$ cat config.mk
export PLATFORM = sky130hd
export DESIGN_NAME = ezcs_dev_flat
export DESIGN_NICKNAME = d
export VERILOG_FILES = /design/src/verilog/ezcs_pkg.sv /design/src/verilog/ezcs_if.sv /design/src/verilog/ezcs_dev.sv /design/src/flat_wrapper.sv
export VERILOG_INCLUDE_DIRS = /design/src /design/src/verilog
export SDC_FILE = /design/constraint.sdc
export NUM_CORES = 1
export LEC_CHECK = 0
export ABC_CLOCK_PERIOD_IN_PS = 2380
export BUFFER_PORTS_ARGS = -buffer_cell sky130_fd_sc_hd__clkbuf_2
export CAP_MARGIN = 5
export CORE_MARGIN = 3
export CORE_UTILIZATION = 45
export CTS_CLUSTER_DIAMETER = 80
export DETAILED_ROUTE_END_ITERATION = 10
export GPL_ROUTABILITY_DRIVEN = 1
export PLACE_DENSITY = 0.72
export SLEW_MARGIN = 10
export SYNTH_ARGS = -nofsm -noshare
export SYNTH_HDL_FRONTEND = slang
export SYNTH_SLANG_ARGS = --single-unit
$ cat constraint.sdc
create_clock -name clk_i -period 2.38 [get_ports clk_i]
set_input_delay 0.238 -clock clk_i [delete_from_list [all_inputs] [get_ports clk_i]]
set_output_delay 0.238 -clock clk_i [all_outputs]
set_load 0.005 [all_outputs]
$ cat src/verilog/ezcs_map.svh
// Register offsets and field positions of both link ends, and the device CSR reset value.
// Included by bare name; holds definitions only.
`ifndef EZCS_MAP_SVH
`define EZCS_MAP_SVH

// Device word indices; byte address is four times the index
`define EZCS_IDX_CSR      8'h11
`define EZCS_IDX_CNT      8'h16
`define EZCS_IDX_TXLEN    8'h17
`define EZCS_IDX_IRQ_STAT 8'h20
`define EZCS_IDX_IRQ_MASK 8'h21

// Control/status field positions
`define EZCS_B_SETUP_END_ACK 7
`define EZCS_B_OUT_READY_ACK 6
`define EZCS_B_FORCE_STALL   5
`define EZCS_B_SETUP_END     4
`define EZCS_B_LAST_DATA     3
`define EZCS_B_STALL_SENT    2
`define EZCS_B_TX_LOADED     1
`define EZCS_B_RX_WAITING    0
`define EZCS_CSR_RESET       8'h00

// Device interrupt status bits
`define EZCS_EV_RX    0
`define EZCS_EV_TX    1
`define EZCS_EV_STALL 2
`define EZCS_EV_SEND  3

// Host byte addresses
`define EZCS_H_CMD      12'h000
`define EZCS_H_STAT     12'h004
`define EZCS_H_IRQ_STAT 12'h008
`define EZCS_H_IRQ_MASK 12'h00C

// Host command fields
`define EZCS_C_KIND_LSB 0
`define EZCS_C_LEN_LSB  2
`define EZCS_C_OK       9

// Setup data field is eight bytes
`define EZCS_SETUP_LEN 7'h08
`define EZCS_MAXP      64
`define EZCS_H_TIMEOUT 16

`endif

$ cat src/verilog/ezcs_pkg.sv
// Types shared by both ends of the endpoint zero link.
package ezcs_pkg;
  typedef enum logic [1:0] {TOK_SETUP, TOK_OUT, TOK_IN, TOK_ACK} ezcs_tok_t;
  typedef enum logic [1:0] {RSP_ACK, RSP_NAK, RSP_STALL, RSP_DATA} ezcs_rsp_t;
  typedef enum logic [1:0] {MODE_IDLE, MODE_RX, MODE_TX} ezcs_mode_t;
endpackage

$ cat src/verilog/ezcs_if.sv
// Packet-level link between the USB host end and the endpoint zero end.
// Both ends share one clock; every signal is driven from a flip-flop.
`timescale 1ns/10ps
interface ezcs_if;
  logic                tok_vld;
  ezcs_pkg::ezcs_tok_t tok_kind;
  logic [6:0]          tok_len;
  logic                tok_ok;
  logic                rsp_vld;
  ezcs_pkg::ezcs_rsp_t rsp_kind;
  logic [6:0]          rsp_len;

  modport dev (input tok_vld, tok_kind, tok_len, tok_ok,
               output rsp_vld, rsp_kind, rsp_len);
  modport host (output tok_vld, tok_kind, tok_len, tok_ok,
                input rsp_vld, rsp_kind, rsp_len);
endinterface

$ cat src/verilog/ezcs_dev.sv
// Endpoint zero control/status logic of a full-speed function.
// Assumes one 100 MHz clock shared with the link and an APB3 master.
//
// The APB register port was left to the implementer.
`timescale 1ns/10ps
`include "ezcs_map.svh"

module ezcs_dev #(
  parameter int MAXP = `EZCS_MAXP
) (
  // Clock and reset
  input  wire logic        clk_i,
  input  wire logic        resetn_i,
  // APB slave
  input  wire logic        psel_i,
  input  wire logic        penable_i,
  input  wire logic        pwrite_i,
  input  wire logic [11:0] paddr_i,
  input  wire logic [31:0] pwdata_i,
  output logic      [31:0] prdata_o,
  output logic             pready_o,
  output logic             pslverr_o,
  // Interrupt
  output logic             irq_o,
  // Link
  ezcs_if.dev              link
);

  initial begin
    if (MAXP < 8 || MAXP > 127) begin
      $error("MAXP must lie in 8..127");
    end
  end

  localparam logic [6:0] MAXP_W = 7'(MAXP);

  typedef struct packed {
    logic                setup_end;
    logic                rx_wait;
    logic                force_stall;
    logic                last_data;
    logic                stall_sent;
    logic                tx_loaded;
    logic [6:0]          rx_cnt;
    logic [6:0]          tx_len;
    ezcs_pkg::ezcs_mode_t mode;
    logic                wait_ack;
    logic [3:0]          irq_stat;
    logic [3:0]          irq_mask;
    logic                irq;
    logic [31:0]         prdata;
    logic                pready;
    logic                pslverr;
    logic                rsp_vld;
    ezcs_pkg::ezcs_rsp_t rsp_kind;
    logic [6:0]          rsp_len;
  } ezcs_dev_state_t;

  ezcs_dev_state_t s_q;
  ezcs_dev_state_t s_d;

  logic       setup_ph;
  logic       access_ph;
  logic       addr_ok;
  logic [7:0] idx;

  assign setup_ph  = psel_i & ~penable_i & ~s_q.pready;
  assign access_ph = psel_i & penable_i & s_q.pready;
  assign addr_ok   = (paddr_i[11:10] == 2'h0) && (paddr_i[1:0] == 2'h0);
  assign idx       = paddr_i[9:2];

  always_comb begin
    logic [3:0] ev;
    logic [7:0] w;
    logic       wr_csr;
    ev = 4'h0;
    w = pwdata_i[7:0];
    wr_csr = access_ph & pwrite_i & addr_ok & (idx == `EZCS_IDX_CSR);
    s_d = s_q;
    s_d.pready = 1'b0;
    s_d.pslverr = 1'b0;
    s_d.rsp_vld = 1'b0;

    // Read data is captured in the setup cycle, no wait state
    if (setup_ph) begin
      s_d.pready = 1'b1;
      s_d.prdata = 32'h0;
      if (!addr_ok) begin
        s_d.pslverr = 1'b1;
      end else begin
        unique case (idx)
          `EZCS_IDX_CSR: s_d.prdata[7:0] = {2'h0, s_q.force_stall,
            s_q.setup_end, s_q.last_data, s_q.stall_sent,
            s_q.tx_loaded, s_q.rx_wait};
          `EZCS_IDX_CNT:
            s_d.prdata[6:0] = s_q.rx_wait ? s_q.rx_cnt : 7'h00;
          `EZCS_IDX_TXLEN:    s_d.prdata[6:0] = s_q.tx_len;
          `EZCS_IDX_IRQ_STAT: s_d.prdata[3:0] = s_q.irq_stat;
          `EZCS_IDX_IRQ_MASK: s_d.prdata[3:0] = s_q.irq_mask;
          default: s_d.pslverr = 1'b1;
        endcase
      end
    end

    // Firmware clears go first so that hardware sets win
    if (wr_csr) begin
      if (w[`EZCS_B_SETUP_END_ACK]) begin
        s_d.setup_end = 1'b0;
      end
      if (w[`EZCS_B_OUT_READY_ACK]) begin
        s_d.rx_wait = 1'b0;
      end
      if (!w[`EZCS_B_FORCE_STALL]) begin
        s_d.force_stall = 1'b0;
      end
      if (!w[`EZCS_B_STALL_SENT]) begin
        s_d.stall_sent = 1'b0;
      end
    end
    if (access_ph & pwrite_i & addr_ok) begin
      if (idx == `EZCS_IDX_TXLEN) begin
        s_d.tx_len = w[6:0];
      end
      if (idx == `EZCS_IDX_IRQ_MASK) begin
        s_d.irq_mask = w[3:0];
      end
    end
    // Clears exactly the bits that were returned
    if (access_ph & ~pwrite_i & addr_ok & (idx == `EZCS_IDX_IRQ_STAT)) begin
      s_d.irq_stat = s_q.irq_stat & ~s_q.prdata[3:0];
    end

    if (link.tok_vld) begin
      // Corrupt setup/out or misshapen setup packets stay unanswered even when stalling; any IN is stalled
      if (s_q.force_stall && (link.tok_kind == ezcs_pkg::TOK_IN
          || (link.tok_ok && (link.tok_kind == ezcs_pkg::TOK_OUT
          || (link.tok_kind == ezcs_pkg::TOK_SETUP
          && link.tok_len == `EZCS_SETUP_LEN))))) begin
        s_d.rsp_vld = 1'b1;
        s_d.rsp_kind = ezcs_pkg::RSP_STALL;
        s_d.rsp_len = 7'h00;
        s_d.force_stall = 1'b0;
        s_d.stall_sent = 1'b1;
        ev[`EZCS_EV_STALL] = 1'b1;
        s_d.mode = ezcs_pkg::MODE_IDLE;
        s_d.wait_ack = 1'b0;
      end else begin
        if (link.tok_kind != ezcs_pkg::TOK_ACK) begin
          s_d.wait_ack = 1'b0;
        end
        unique case (link.tok_kind)
          ezcs_pkg::TOK_SETUP: begin
            // Wrong-sized or corrupt setup gets no answer at all
            if (link.tok_ok && link.tok_len == `EZCS_SETUP_LEN) begin
              if (s_q.mode != ezcs_pkg::MODE_IDLE && !s_q.last_data) begin
                s_d.setup_end = 1'b1;
                ev[`EZCS_EV_SEND] = 1'b1;
              end
              if (s_q.tx_loaded) begin
                s_d.tx_loaded = 1'b0;
                ev[`EZCS_EV_TX] = 1'b1;
              end
              s_d.rx_wait = 1'b1;
              s_d.rx_cnt = link.tok_len;
              ev[`EZCS_EV_RX] = 1'b1;
              s_d.last_data = 1'b0;
              s_d.mode = ezcs_pkg::MODE_IDLE;
              s_d.rsp_vld = 1'b1;
              s_d.rsp_kind = ezcs_pkg::RSP_ACK;
              s_d.rsp_len = 7'h00;
            end
          end
          ezcs_pkg::TOK_OUT: begin
            if (s_q.mode == ezcs_pkg::MODE_TX) begin
              s_d.setup_end = 1'b1;
              ev[`EZCS_EV_SEND] = 1'b1;
              s_d.mode = ezcs_pkg::MODE_IDLE;
            end
            if (link.tok_ok) begin
              s_d.rsp_vld = 1'b1;
              s_d.rsp_len = 7'h00;
              if ((s_q.last_data && s_q.mode == ezcs_pkg::MODE_RX)
                  || link.tok_len > MAXP_W) begin
                s_d.rsp_kind = ezcs_pkg::RSP_STALL;
                s_d.stall_sent = 1'b1;
                ev[`EZCS_EV_STALL] = 1'b1;
                s_d.mode = ezcs_pkg::MODE_IDLE;
              end else if (s_q.rx_wait) begin
                // Buffer still owned by firmware
                s_d.rsp_kind = ezcs_pkg::RSP_NAK;
              end else begin
                s_d.rsp_kind = ezcs_pkg::RSP_ACK;
                s_d.rx_wait = 1'b1;
                s_d.rx_cnt = link.tok_len;
                ev[`EZCS_EV_RX] = 1'b1;
                if (s_q.tx_loaded) begin
                  s_d.tx_loaded = 1'b0;
                  ev[`EZCS_EV_TX] = 1'b1;
                end
                s_d.mode = (link.tok_len < MAXP_W) ? ezcs_pkg::MODE_IDLE
                                                   : ezcs_pkg::MODE_RX;
              end
            end
          end
          ezcs_pkg::TOK_IN: begin
            if (s_q.mode == ezcs_pkg::MODE_RX && !s_q.last_data) begin
              s_d.setup_end = 1'b1;
              ev[`EZCS_EV_SEND] = 1'b1;
              s_d.mode = ezcs_pkg::MODE_IDLE;
            end
            s_d.rsp_vld = 1'b1;
            s_d.rsp_len = 7'h00;
            if (s_q.tx_loaded) begin
              s_d.rsp_kind = ezcs_pkg::RSP_DATA;
              s_d.rsp_len = s_q.tx_len;
              s_d.wait_ack = 1'b1;
              s_d.mode = ezcs_pkg::MODE_TX;
            end else if (s_q.last_data) begin
              // Status stage after received data: zero-length reply
              s_d.rsp_kind = ezcs_pkg::RSP_DATA;
              s_d.wait_ack = 1'b1;
            end else begin
              s_d.rsp_kind = ezcs_pkg::RSP_NAK;
            end
          end
          ezcs_pkg::TOK_ACK: begin
            if (s_q.wait_ack) begin
              s_d.wait_ack = 1'b0;
              if (s_q.tx_loaded) begin
                s_d.tx_loaded = 1'b0;
                ev[`EZCS_EV_TX] = 1'b1;
              end
              if (s_q.last_data) begin
                s_d.last_data = 1'b0;
                s_d.mode = ezcs_pkg::MODE_IDLE;
              end
            end
          end
        endcase
      end
    end

    // Firmware sets come last; read-only flags take no write
    if (wr_csr) begin
      if (w[`EZCS_B_FORCE_STALL]) begin
        s_d.force_stall = 1'b1;
      end
      if (w[`EZCS_B_LAST_DATA]) begin
        s_d.last_data = 1'b1;
      end
      if (w[`EZCS_B_TX_LOADED]) begin
        s_d.tx_loaded = 1'b1;
      end
    end

    s_d.irq_stat = s_d.irq_stat | ev;
    s_d.irq = |(s_d.irq_stat & s_d.irq_mask);
  end

  always_ff @(posedge clk_i or negedge resetn_i) begin
    if (!resetn_i) begin
      s_q <= '0;
    end else begin
      s_q <= s_d;
    end
  end

  assign prdata_o      = s_q.prdata;
  assign pready_o      = s_q.pready;
  assign pslverr_o     = s_q.pslverr;
  assign irq_o         = s_q.irq;
  assign link.rsp_vld  = s_q.rsp_vld;
  assign link.rsp_kind = s_q.rsp_kind;
  assign link.rsp_len  = s_q.rsp_len;

endmodule

$ cat src/flat_wrapper.sv
// flat-port wrapper written by rule: the top's interface ports become plain ports
module ezcs_dev_flat 
#(
  parameter int MAXP = `EZCS_MAXP
)
  (clk_i, resetn_i, psel_i, penable_i, pwrite_i, paddr_i, pwdata_i, prdata_o, pready_o, pslverr_o, irq_o, link_tok_vld, link_tok_kind, link_tok_len, link_tok_ok, link_rsp_vld, link_rsp_kind, link_rsp_len);
  ezcs_if link_i ();
  input  wire logic clk_i;
  input  wire logic resetn_i;
  input  wire logic psel_i;
  input  wire logic penable_i;
  input  wire logic pwrite_i;
  input  wire logic [11:0] paddr_i;
  input  wire logic [31:0] pwdata_i;
  output logic      [31:0] prdata_o;
  output logic pready_o;
  output logic pslverr_o;
  output logic irq_o;
  input wire logic [$bits(link_i.tok_vld)-1:0] link_tok_vld;
  input wire logic [$bits(link_i.tok_kind)-1:0] link_tok_kind;
  input wire logic [$bits(link_i.tok_len)-1:0] link_tok_len;
  input wire logic [$bits(link_i.tok_ok)-1:0] link_tok_ok;
  output wire logic [$bits(link_i.rsp_vld)-1:0] link_rsp_vld;
  output wire logic [$bits(link_i.rsp_kind)-1:0] link_rsp_kind;
  output wire logic [$bits(link_i.rsp_len)-1:0] link_rsp_len;
  assign link_i.tok_vld = link_tok_vld;
  assign link_i.tok_kind = link_tok_kind;
  assign link_i.tok_len = link_tok_len;
  assign link_i.tok_ok = link_tok_ok;
  assign link_rsp_vld = link_i.rsp_vld;
  assign link_rsp_kind = link_i.rsp_kind;
  assign link_rsp_len = link_i.rsp_len;
  ezcs_dev #(.MAXP(MAXP)) u_core (.clk_i(clk_i), .resetn_i(resetn_i), .psel_i(psel_i), .penable_i(penable_i), .pwrite_i(pwrite_i), .paddr_i(paddr_i), .pwdata_i(pwdata_i), .prdata_o(prdata_o), .pready_o(pready_o), .pslverr_o(pslverr_o), .irq_o(irq_o), .link(link_i));
endmodule
==> reports/qor.yml <==
status: "finished, final reports clean"
reg2reg_depth: 6
clock-root-buffer: "clkbuf_8"
ios: 105
synthTopCellsByArea: "dfrtp_1 (41%), buf_4 (9.8%), nand2_1 (5.4%), mux2_2 (3.6%), mux2i_1 (3.5%)"
cts_made_buffers: 5
drt_iter0_drc: 125
wl_per_cell_um: 15.1
ctsHoldBuffers: 1
seq_area_um2: 1280
async_reset_ff_share_pct: 100
fin_setup_tns_ns: 0
multi_input_area_um2: 1520
cts.clk_slew.worst_paths_ns: 0.10
syn_area_per_cell_um2: 9.32
power_density_nw_per_um2: 545
crit_type: "register to register"
worstPathArrival_ns: 2.19
postCtsSetupBuffers: 0
final_hold_viol_count: 0
initial_core_util_pct: 47.8
antenna_cells: 0
n_fill_cell: 628
tritoncts: "done"
cp-start-kind: "register"
worstPathMaxFanout: 7
timing.rr.end: "u_core.irq_o$_DFF_PN0_"
design_area_um2: 3480
grt_max_degree: 22
crit_path_end_kind: "register"
holdPathStages: 2
dr.pass1.iters: 4
fin_skew_ns: 0.0101
placed_area_um2: 3350
fin_crit_ns: 1.93
layout.nets: 445
rr_startpoint: "u_core.s_q[54]$_DFFE_PN0P_"
grt_pass1_wl_um: 11200
routed_wl_um: 7180
vdd_drop_max_mv: 0.265
gp_congestion: 0.884
synth_edf_count: 0
rows: 29
synth.distinct_cells: 54
min_from: "pwdata_i[4]"
grt_pass1_vias: 2304
yosys.area.top_type_share_pct: 40.6
vias: 2534
syn_to_final_growth_pct: 10.8
ys_ff_latch: 51
die_h_um: 89.6
post_cts_resized: 0
yosysMostFrequentCell: "dfrtp_1"
synth_area_leader_cell: "dfrtp_1"
synth_area_um2: 3140
r2r_slack_ns: 0.45
synth_common_cells: "dfrtp_1 (51), nand2_1 (45), buf_4 (41)"
antenna_found_initial: 0
dp_hpwl_um: 5840
timing.final.crit_share_pct: 81.2
p_int_mw: 1.39
fmax_ghz: 0.517
rsz0062_at_grt: "false"
p_sw_share_pct: 26.7
p_seq_share_pct: 51.2
coreArea_um2: 6570
cellLeakagePower_nw: 1.72
clockBufferDepth: 2
clock-sinks: 51
hold_path_end: "u_core.s_q[60]$_DFFE_PN0P_"
cap_violations: 0
gr-total-overflow: 0
chipWidth_um: 89.6
synth_cells: 337
p_switching_mw: 0.507
grt_usage_pct: 18.3
p_comb_share_pct: 15.1
vias_per_cell: 5.35
clkLatencyLatePin_ns: 0.32
synth.yosys.seq_area_share_pct: 40.6
dieArea_um2: 8020
ys.flop_type: "dfrtp_1"
critPathRequiredTime_ns: 2.63
port_buffers: 55
yosys_warnings: 0
ant_nets: 0
drive_above_1_share_pct: 25.5
htreeDepth: 2
p_clk_share_pct: 33.7
route.detailed.drc: 0
hold_class: "input port to register"
setup_viol: 0
drv_slew: 0
power groups by stage:
stage | Sequential (mW) | Clock [mW] | Combinational, mW
global placement | 0.987 | 0 | 0.276
finish | 0.972 | 0.640 | 0.286
global route | 0.978 | 0.684 | 0.325
CTS | 0.970 | 0.652 | 0.286
floorplan | 0.965 | 0 | 0.206
detailed placement | 0.987 | 0 | 0.284
state kept, by name, indices dropped and copies added (netlist names):
register	cells
u_core.pslverr_o	1
u_core.link.rsp_len	7
u_core.s_q	31
u_core.link.rsp_kind	2
u_core.prdata_o	7
u_core.link.rsp_vld	1
u_core.pready_o	1
u_core.irq_o	1
cell families after synthesis:
| logic type | share of synthesized area (%) |
|---|---|
| fa+ha+maj | 1.99 |
| mux | 7.45 |
| flops | 40.6 |
| buf+inv | 14.0 |
| simple gates | 17.7 |
| other cells | 0.119 |
| compound gates | 18.1 |
cell type report:
cell class	count	area share, %
Multi-Input combinational cell	235	43.5
Sequential cell	51	36.7
Timing Repair Buffer	69	11.0
Tap cell	93	3.34
Clock buffer	6	2.37
Inverter	18	1.94
Clock inverter	2	1.11
worst max-delay path by stage:
stage | startpoint | endpoint | slack [ns] | cells after the start
6_report | u_core.s_q[54]$_DFFE_PN0P_ | u_core.irq_o$_DFF_PN0_ | 0.45 | 6
5_1_grt | link_tok_kind[0] | u_core.link.rsp_len[5]$_DFFE_PN0P_ | 0.34 | 11
4_1_cts | u_core.s_q[54]$_DFFE_PN0P_ | u_core.irq_o$_DFF_PN0_ | 0.47 | 6
3_5_place_dp | paddr_i[11] | u_core.irq_o$_DFF_PN0_ | 0.16 | 7
3_3_place_gp | paddr_i[11] | u_core.irq_o$_DFF_PN0_ | 0.19 | 7
2_1_floorplan | paddr_i[11] | u_core.irq_o$_DFF_PN0_ | 0.28 | 7
worst max-delay path, stage by stage (launching register included):
cell and delay (ns):
dfrtp_1 0.47, nand3b_1 0.26, or3b_1 0.37, o21ai_1 0.17, a21oi_1 0.07, o41ai_2 0.32
a221o_1 0.22
stage by stage:
| stage | total power [mW] | cells | setup WS, ns | hold slack, ns | utilization [%] |
|---|---|---|---|---|---|
| finish | 1.90 | 474 | 0.447 | 0.155 | 53.0 |
| global route | 1.99 | 474 | 0.339 | 0.153 | 53.0 |
| CTS | 1.91 | 474 | 0.469 | 0.155 | 53.0 |
| detailed placement | 1.27 | 465 | 0.160 | 0.178 | 51.0 |
| global placement | 1.26 | 465 | 0.186 | 0.174 | 51.0 |
| floorplan | 1.17 | 361 | 0.280 | -0.0576 | - |
cell usage in the layout, fill, tap and decap left out, types with 2 or more instances in the layout:
cell / instances
clkbuf_8: 6
ha_1: 5
o211ai_1: 4
and4_1: 3
o41ai_1: 2
a21oi_1: 10
or4_4: 2
o21ai_1: 13
nand4_1: 5
and3_1: 4
a31oi_1: 3
nor2b_1: 5
nand2b_1: 3
a22oi_1: 6
inv_1: 18
o22ai_1: 4
a21boi_0: 3
a32oi_1: 2
mux2_2: 10
nor4b_2: 2
nand3_1: 7
a21o_1: 3
clkbuf_2: 55
nor3_1: 3
nor2_1: 9
mux2i_1: 11
o21a_1: 2
nand2_1: 45
a221o_1: 3
dfrtp_1: 51
a22o_1: 10
nand4b_1: 2
conb_1: 25
buf_4: 13
o21ai_0: 8
and2_1: 3
per-layer routing:
| metal | global-route usage [%] | vias to the layer above | share of wire, % | routed length [µm] |
|---|---|---|---|---|
| li1 | - | 1219 | - | - |
| met1 | 25.5 | 1212 | 46 | 3320 |
| met4 | 5.01 | 0 | 0.91 | 65 |
| met2 | 29.5 | 95 | 47 | 3370 |
| met3 | 2.86 | 8 | 5.9 | 426 |
| met5 | 0 | - | 0 | 0 |
Note: power is estimated with default switching activity, not from simulation.
